**src/shared/usm_consts.svh**
```systemverilog
`ifndef USM_CONSTS_SVH
`define USM_CONSTS_SVH

// pad slots of the serial-port group
`define USM_PAD_TXD    0
`define USM_PAD_CTS    1
`define USM_PAD_RXD    2
`define USM_PAD_RTS    3
`define USM_PAD_SS     4
`define USM_PAD_SCK    5
`define USM_PAD_MISO   6
`define USM_PAD_MOSI   7
`define USM_PAD_PB12   8
`define USM_PAD_PB10   9
`define USM_PAD_COUNT  10

// port c bits carried by the first seven pads
`define USM_PORT_C_WIDTH 7

// reset value of every registered pad and core-side signal
`define USM_RST_LEVEL 1'b0

`endif

```
**src/shared/usm_pkg.sv**
```systemverilog
package usm_pkg;

  // function carried by one pad
  typedef enum logic [1:0] {
    usm_fn_normal,
    usm_fn_gpio,
    usm_fn_alt
  } usm_func_t;

endpackage

```
**src/usm_pad_cell.sv**
```systemverilog
`timescale 1ns/1ps
`include "usm_consts.svh"

module usm_pad_cell (
  input  wire logic          core_clk,
  input  wire logic          reset,
  input  usm_pkg::usm_func_t sel,
  input  wire logic          norm_out,
  input  wire logic          norm_oe,
  input  wire logic          gpio_out,
  input  wire logic          gpio_oe,
  input  wire logic          alt_out,
  input  wire logic          alt_oe,
  input  wire logic          pad_in,
  output logic               pad_out,
  output logic               pad_oe,
  output logic               norm_in,
  output logic               gpio_in,
  output logic               alt_in
);
  import usm_pkg::*;

  logic next_pad_out;
  logic next_pad_oe;
  logic next_norm_in;
  logic next_gpio_in;
  logic next_alt_in;

  // one function owns the pad; the others see a low input
  always_comb begin
    next_pad_out = `USM_RST_LEVEL;
    next_pad_oe  = 1'b0;
    next_norm_in = 1'b0;
    next_gpio_in = 1'b0;
    next_alt_in  = 1'b0;
    unique case (sel)
      usm_fn_normal: begin
        next_pad_out = norm_out & norm_oe;
        next_pad_oe  = norm_oe;
        next_norm_in = pad_in & ~norm_oe;
      end
      usm_fn_gpio: begin
        next_pad_out = gpio_out & gpio_oe;
        next_pad_oe  = gpio_oe;
        next_gpio_in = pad_in & ~gpio_oe;
      end
      usm_fn_alt: begin
        next_pad_out = alt_out & alt_oe;
        next_pad_oe  = alt_oe;
        next_alt_in  = pad_in & ~alt_oe;
      end
      // illegal code: pad released, a safe idle
      default: next_pad_oe = 1'b0;
    endcase
  end

  always_ff @(posedge core_clk or posedge reset) begin
    if (reset) begin
      pad_out <= `USM_RST_LEVEL;
      pad_oe  <= 1'b0;
      norm_in <= `USM_RST_LEVEL;
      gpio_in <= `USM_RST_LEVEL;
      alt_in  <= `USM_RST_LEVEL;
    end else begin
      pad_out <= next_pad_out;
      pad_oe  <= next_pad_oe;
      norm_in <= next_norm_in;
      gpio_in <= next_gpio_in;
      alt_in  <= next_alt_in;
    end
  end

endmodule // usm_pad_cell

```
**src/usm_pin_mux.sv**
```systemverilog
`timescale 1ns/1ps
`include "usm_consts.svh"

// Contract
// - The first uart pad drives uart transmit in normal mode and port c bit 0 as gpio.
// - The clear-to-send pad is an output raised only while the receiver can take data.
// - The clear-to-send pad is port c bit 1 as gpio and the spi rate control input as alt.
// - Ready-to-send is an input, seen by the core as uart_tx_permit; the txd pad is driven whether it is high or low.
// - The receive pad feeds uart receive, port c bit 2 as gpio, and timer 0 input as alt.
// - The ready-to-send pad is port c bit 3 as gpio and timer 1 input as alt.
// - The slave-select pad is an output as spi master and an input as spi slave.
// - The slave-select pad is port c bit 4 as gpio and carries a half-rate copy of the core clock as alt.
// - The spi clock pad drives the clock as master and takes it in as slave.
// - The spi clock pad is port c bit 5 as gpio and the show-cycle strobe as alt.
// - The miso pad is receive data as master and transmit data as slave.
// - The miso pad is port c bit 6 as gpio and the bus abort output as alt.
// - The mosi pad is transmit data as master and receive data as slave.
// - A port b pad carries uart transmit as its alt function.
// - The port b bit 12 pad is gpio bit 12 as gpio and uart receive as alt.
// - The port b uart transmit pad is gpio port b bit 10 as gpio.
module usm_pin_mux (
  input  wire logic                         core_clk,
  input  wire logic                         reset,
  input  usm_pkg::usm_func_t                pad_func [`USM_PAD_COUNT],
  input  wire logic [`USM_PAD_COUNT-1:0]    pad_in,
  output logic      [`USM_PAD_COUNT-1:0]    pad_out,
  output logic      [`USM_PAD_COUNT-1:0]    pad_oe,
  input  wire logic [`USM_PORT_C_WIDTH-1:0] port_c_out,
  input  wire logic [`USM_PORT_C_WIDTH-1:0] port_c_oe,
  output logic      [`USM_PORT_C_WIDTH-1:0] port_c_in,
  input  wire logic                         port_b_bit10_out,
  input  wire logic                         port_b_bit10_oe,
  output logic                              port_b_bit10_in,
  input  wire logic                         port_b_bit12_out,
  input  wire logic                         port_b_bit12_oe,
  output logic                              port_b_bit12_in,
  input  wire logic                         uart_tx_data,
  input  wire logic                         uart_rx_ready,
  output logic                              uart_rx_data,
  output logic                              uart_tx_permit,
  input  wire logic                         spi_master,
  input  wire logic                         spi_ss_out,
  input  wire logic                         spi_sck_out,
  input  wire logic                         spi_tx_data,
  output logic                              spi_ss_in,
  output logic                              spi_sck_in,
  output logic                              spi_rx_data,
  output logic                              spi_rate_control_in,
  output logic                              timer_zero_input,
  output logic                              timer_one_input,
  output logic                              ref_clock_in,
  input  wire logic                         show_cycle_strobe,
  input  wire logic                         bus_abort
);
  import usm_pkg::*;

  logic [`USM_PAD_COUNT-1:0]    norm_out;
  logic [`USM_PAD_COUNT-1:0]    norm_oe;
  logic [`USM_PAD_COUNT-1:0]    gpio_out;
  logic [`USM_PAD_COUNT-1:0]    gpio_oe;
  logic [`USM_PAD_COUNT-1:0]    alt_out;
  logic [`USM_PAD_COUNT-1:0]    alt_oe;
  logic [`USM_PAD_COUNT-1:0]    norm_in;
  logic [`USM_PAD_COUNT-1:0]    gpio_in;
  logic [`USM_PAD_COUNT-1:0]    alt_in;
  logic                         platform_clock_out;
  logic                         next_platform_clock_out;
  logic                         next_uart_rx_data;
  logic                         next_uart_tx_permit;
  logic                         next_spi_ss_in;
  logic                         next_spi_sck_in;
  logic                         next_spi_rx_data;

  // per-pad sources and directions for each function
  always_comb begin
    norm_out = '0;
    norm_oe  = '0;
    alt_out  = '0;
    alt_oe   = '0;
    gpio_out = {port_b_bit10_out, port_b_bit12_out, 1'b0, port_c_out};
    gpio_oe  = {port_b_bit10_oe, port_b_bit12_oe, 1'b0, port_c_oe};
    norm_out[`USM_PAD_TXD]  = uart_tx_data;
    norm_oe[`USM_PAD_TXD]   = 1'b1;
    norm_out[`USM_PAD_CTS]  = uart_rx_ready;
    norm_oe[`USM_PAD_CTS]   = 1'b1;
    norm_out[`USM_PAD_SS]   = spi_ss_out;
    norm_oe[`USM_PAD_SS]    = spi_master;
    norm_out[`USM_PAD_SCK]  = spi_sck_out;
    norm_oe[`USM_PAD_SCK]   = spi_master;
    norm_out[`USM_PAD_MISO] = spi_tx_data;
    norm_oe[`USM_PAD_MISO]  = ~spi_master;
    norm_out[`USM_PAD_MOSI] = spi_tx_data;
    norm_oe[`USM_PAD_MOSI]  = spi_master;
    alt_out[`USM_PAD_SS]    = platform_clock_out;
    alt_oe[`USM_PAD_SS]     = 1'b1;
    alt_out[`USM_PAD_SCK]   = show_cycle_strobe;
    alt_oe[`USM_PAD_SCK]    = 1'b1;
    alt_out[`USM_PAD_MISO]  = bus_abort;
    alt_oe[`USM_PAD_MISO]   = 1'b1;
    alt_out[`USM_PAD_PB10]  = uart_tx_data;
    alt_oe[`USM_PAD_PB10]   = 1'b1;
  end

  genvar i;
  generate
    for (i = 0; i < `USM_PAD_COUNT; i++) begin : g_pad
      usm_pad_cell u_cell (
        .core_clk (core_clk),
        .reset    (reset),
        .sel      (pad_func[i]),
        .norm_out (norm_out[i]),
        .norm_oe  (norm_oe[i]),
        .gpio_out (gpio_out[i]),
        .gpio_oe  (gpio_oe[i]),
        .alt_out  (alt_out[i]),
        .alt_oe   (alt_oe[i]),
        .pad_in   (pad_in[i]),
        .pad_out  (pad_out[i]),
        .pad_oe   (pad_oe[i]),
        .norm_in  (norm_in[i]),
        .gpio_in  (gpio_in[i]),
        .alt_in   (alt_in[i])
      );
    end
  endgenerate

  // gpio and alt inputs come straight from the pad cell flops
  assign port_c_in           = gpio_in[`USM_PORT_C_WIDTH-1:0];
  assign port_b_bit12_in     = gpio_in[`USM_PAD_PB12];
  assign port_b_bit10_in     = gpio_in[`USM_PAD_PB10];
  assign spi_rate_control_in = alt_in[`USM_PAD_CTS];
  assign timer_zero_input    = alt_in[`USM_PAD_RXD];
  assign timer_one_input     = alt_in[`USM_PAD_RTS];
  assign ref_clock_in        = alt_in[`USM_PAD_MOSI];

  // flops cannot pass the clock itself; the pad shows a half-rate copy
  always_comb begin
    next_platform_clock_out = ~platform_clock_out;
    // unselected routes are low, so an or merges the two uart receive paths
    next_uart_rx_data   = norm_in[`USM_PAD_RXD] | alt_in[`USM_PAD_PB12];
    next_uart_tx_permit = norm_in[`USM_PAD_RTS];
    next_spi_ss_in      = norm_in[`USM_PAD_SS] & ~spi_master;
    next_spi_sck_in     = norm_in[`USM_PAD_SCK] & ~spi_master;
    next_spi_rx_data    = spi_master ? norm_in[`USM_PAD_MISO]
                                     : norm_in[`USM_PAD_MOSI];
  end

  always_ff @(posedge core_clk or posedge reset) begin
    if (reset) begin
      platform_clock_out <= `USM_RST_LEVEL;
      uart_rx_data       <= `USM_RST_LEVEL;
      uart_tx_permit     <= `USM_RST_LEVEL;
      spi_ss_in          <= `USM_RST_LEVEL;
      spi_sck_in         <= `USM_RST_LEVEL;
      spi_rx_data        <= `USM_RST_LEVEL;
    end else begin
      platform_clock_out <= next_platform_clock_out;
      uart_rx_data       <= next_uart_rx_data;
      uart_tx_permit     <= next_uart_tx_permit;
      spi_ss_in          <= next_spi_ss_in;
      spi_sck_in         <= next_spi_sck_in;
      spi_rx_data        <= next_spi_rx_data;
    end
  end
endmodule // usm_pin_mux

```
**config.mk**
```make
export PLATFORM = sky130hd
export DESIGN_NAME = usm_pin_mux
export DESIGN_NICKNAME = d
export VERILOG_FILES = /design/src/shared/usm_pkg.sv /design/src/usm_pad_cell.sv /design/src/usm_pin_mux.sv
export VERILOG_INCLUDE_DIRS = /design/src /design/src/shared
export SDC_FILE = /design/constraint.sdc
export NUM_CORES = 1
export LEC_CHECK = 0
export BUFFER_PORTS_ARGS = -buffer_cell sky130_fd_sc_hd__buf_4
export CAP_MARGIN = 5
export CORE_MARGIN = 1
export CORE_UTILIZATION = 30
export CTS_CLUSTER_DIAMETER = 100
export DETAILED_ROUTE_END_ITERATION = 10
export SETUP_SLACK_MARGIN = 0.2
export SYNTH_ARGS = -nofsm -noshare
export SYNTH_HDL_FRONTEND = slang
export SYNTH_SLANG_ARGS = --single-unit
export TNS_END_PERCENT = 20
```
**constraint.sdc**
```tcl
create_clock -name core_clk -period 1.55 [get_ports core_clk]
set_input_delay 0.155 -clock core_clk [delete_from_list [all_inputs] [get_ports core_clk]]
set_output_delay 0.155 -clock core_clk [all_outputs]
set_load 0.1 [all_outputs]
```
==> results.yml <==
global_route:
  grt_max_degree: 47
  grt_pass1_vias: 1291
  antenna_found_initial: 0
  grt_util_all_layers_pct: 11.4
  grt_pass1_wl_um: 5600
  grt_overflow_total: 0
critical_path:
  r2r_slack_ps: 790
  max_stage_delay_ps: 340
  arrival_ps: 920
  reg2reg_depth: 1
  critPathBufInv: 1
  cp_cell_sequence: "buf_4"
  crit_fanout: 1
  crit_family: "flip-flops"
  cp-startpoint: "g_pad[1].u_cell.pad_oe"
  slowest_stage: "dfrtp_1"
  critPathKind: "reg -> out"
  rr_startpoint: "g_pad[8].u_cell.alt_in"
  cp_data_required_time_ps: 1390
  r2r_end: "uart_rx_data"
  endpoint_kind: "primary output"
  cp-start-kind: "register"
sta:
  layout_setup_ws_ps: 476
  fin_tns_setup_ps: 0
  timing.fmax_mhz: 931
  slew_headroom_pct: 82.1
  finalHoldViolCount: 0
  finalWorstPathRequiredPeriod_ps: 1070
  setup_viol: 0
  drv_slew: 0
  worstMarginPinSlew_ps: 265
  rsz0062_at_grt: "false"
  skew_ps: 0.598
  fin_crit_sh_pct: 69.3
placement:
  place_ws_ps: 520
  hpwl_um: 2660
  placedInstanceArea_sq_um: 2500
  place_congestion: 0.662
  numPortBuffers: 95
clocking:
  tritoncts.num_buffers: 5
  htreeDepth: 2
  cts-root-buf: "clkbuf_8"
  path_clk_slew_ps: 80
  clock-sinks: 46
  cts_tree: "built"
  cts_max_path_buffers: 2
  clock_latency_ps: 290
routing:
  dr.first_iter.drc_count: 31
  viasPerCell: 4.30
  ant_nets: 0
  dr_total_vias: 1281
  wl_per_cell_um: 11.7
  drt_wl_total_um: 3490
  drc_errors: 0
  drt_pass1_iterations: 3
final_layout:
  seq_area_sq_um: 1150
  layout_common_cells: "buf_4, dfrtp_1, and3b_1"
  multi_input_area_sq_um: 505
  areaGrowthSynthToFinish_pct: 38.3
  fin_nets: 282
  fin_area_sq_um: 2600
  drive_gt1_share_pct: 48.0
  final_common_cell: "buf_4"
  diodes: 0
  fillers: 578
synth:
  synth-seq-cells: 46
  synthArstFlopShare_pct: 100
  syn_nets: 206
  ys_top_cells_by_area: "dfrtp_1, buf_4, and3b_1"
  synth_top_area_cell: "dfrtp_1"
  synth-edff-count: 0
  yosysWarnings: 0
  avgSynthCellArea_sq_um: 12.9
  yosysTopAreaCellShare_pct: 61.1
  syn_area_sq_um: 1880
  ys.flop_type: "dfrtp_1"
  ys_seq_area_share_pct: 61.1
  yosysUniqueCellTypes: 28
  syn_inst: 146
min_path:
  min_to: "g_pad[3].u_cell.gpio_in"
  hp-start: "port_c_oe[3]"
  min_path_cells: 2
  hold_class: "in -> reg"
status:
  outcome: "completed"
floorplan:
  coreArea_sq_um: 5990
  die_h_um: 81.2
  row_count: 28
  start_util_pct: 31.4
  dieArea_sq_um: 6600
  ioPinCount: 96
  die_w_um: 81.2
pwr:
  p_per_area_nw_per_um2: 1010
  finalPower_w: 0.00263
  leakagePower_nw: 1.40
  ir_worst_vdd_v: 0.000357
flow_run:
  drv_cap: 0
[per-stage QoR]
stage / hold WS [ps] / instances / util, %
after floorplan: 220 / 146 / -
after global routing: 3.69 / 298 / 43.5
final: 12.8 / 298 / 43.5
after global placement: 221 / 289 / 41.8
after detailed placement: 223 / 289 / 41.8
after CTS: 0.297 / 298 / 43.5
[how the worst max path moves through the flow]
stage          slack (ps)  depth (start not counted)                      end
2_1_floorplan         310                          1  g_pad[0].u_cell.gpio_in
3_3_place_gp          530                          3  g_pad[6].u_cell.pad_out
3_5_place_dp          520                          3  g_pad[6].u_cell.pad_out
4_1_cts               460                          1                pad_oe[7]
5_1_grt               430                          1             uart_rx_data
6_report              480                          1                pad_oe[1]
[area by class of cell]
| class | instances | area share (%) |
|---|---|---|
| clock buffers | 7 | 3.32 |
| clock inverters | 1 | 0.192 |
| well taps | 75 | 3.60 |
| inverters | 5 | 0.721 |
| repair buffers | 97 | 28.5 |
| multi-input cells | 67 | 19.4 |
| flip-flops and latches | 46 | 44.2 |
[state kept, by name (all words and copies together) (netlist names), 5 cells and up]
signal,count
g_pad.u_cell.pad_oe,10
g_pad.u_cell.norm_in,6
g_pad.u_cell.pad_out,10
g_pad.u_cell.alt_in,5
g_pad.u_cell.gpio_in,9
[routing by layer]
metal	routed length, um	share of wire (%)	vias to the layer above	GRT usage [%]
met3	283	8.1	8	3.60
met4	71	2.0	0	5.89
li1	-	-	626	-
met5	0	0	-	0
met1	1320	38	597	12.4
met2	1810	52	50	19.8
[cells in the mapped netlist, drive strengths merged, types with 3 or more instances]
cell    count
buf        28
nand3b      5
nor3        4
and3b      11
nor2b       5
and2        4
a21oi       4
nor3b       3
nor4b       3
nor2        5
nor4bb      6
dfrtp      46
inv         5
[kinds of logic after synthesis]
logic type / after synthesis / share of synthesized area, %
AND/OR/NAND/NOR: 54 / 21.0
flip-flops: 46 / 61.1
buffers and inverters: 33 / 12.0
AO/OA/AOI/OAI: 8 / 2.86
multiplexers: 3 / 1.66
adder cells (fa/ha/maj): 2 / 1.33
[report_power, final]
part | switching [W] | internal [W] | total (W)
Clock | 0.000381 | 0.000360 | 0.000741
Sequential | 0.0000123 | 0.00125 | 0.00126
Combinational | 0.000431 | 0.000198 | 0.000629
Total | 0.000824 | 0.00180 | 0.00263
[what timing repair did]
item                      4_1_cts  5_1_grt
resized for setup               0        0
hold endpoints to repair       46        0
hold buffers                    1        0
buffers inserted                0        0
Note: power is estimated with default switching activity, not from simulation.
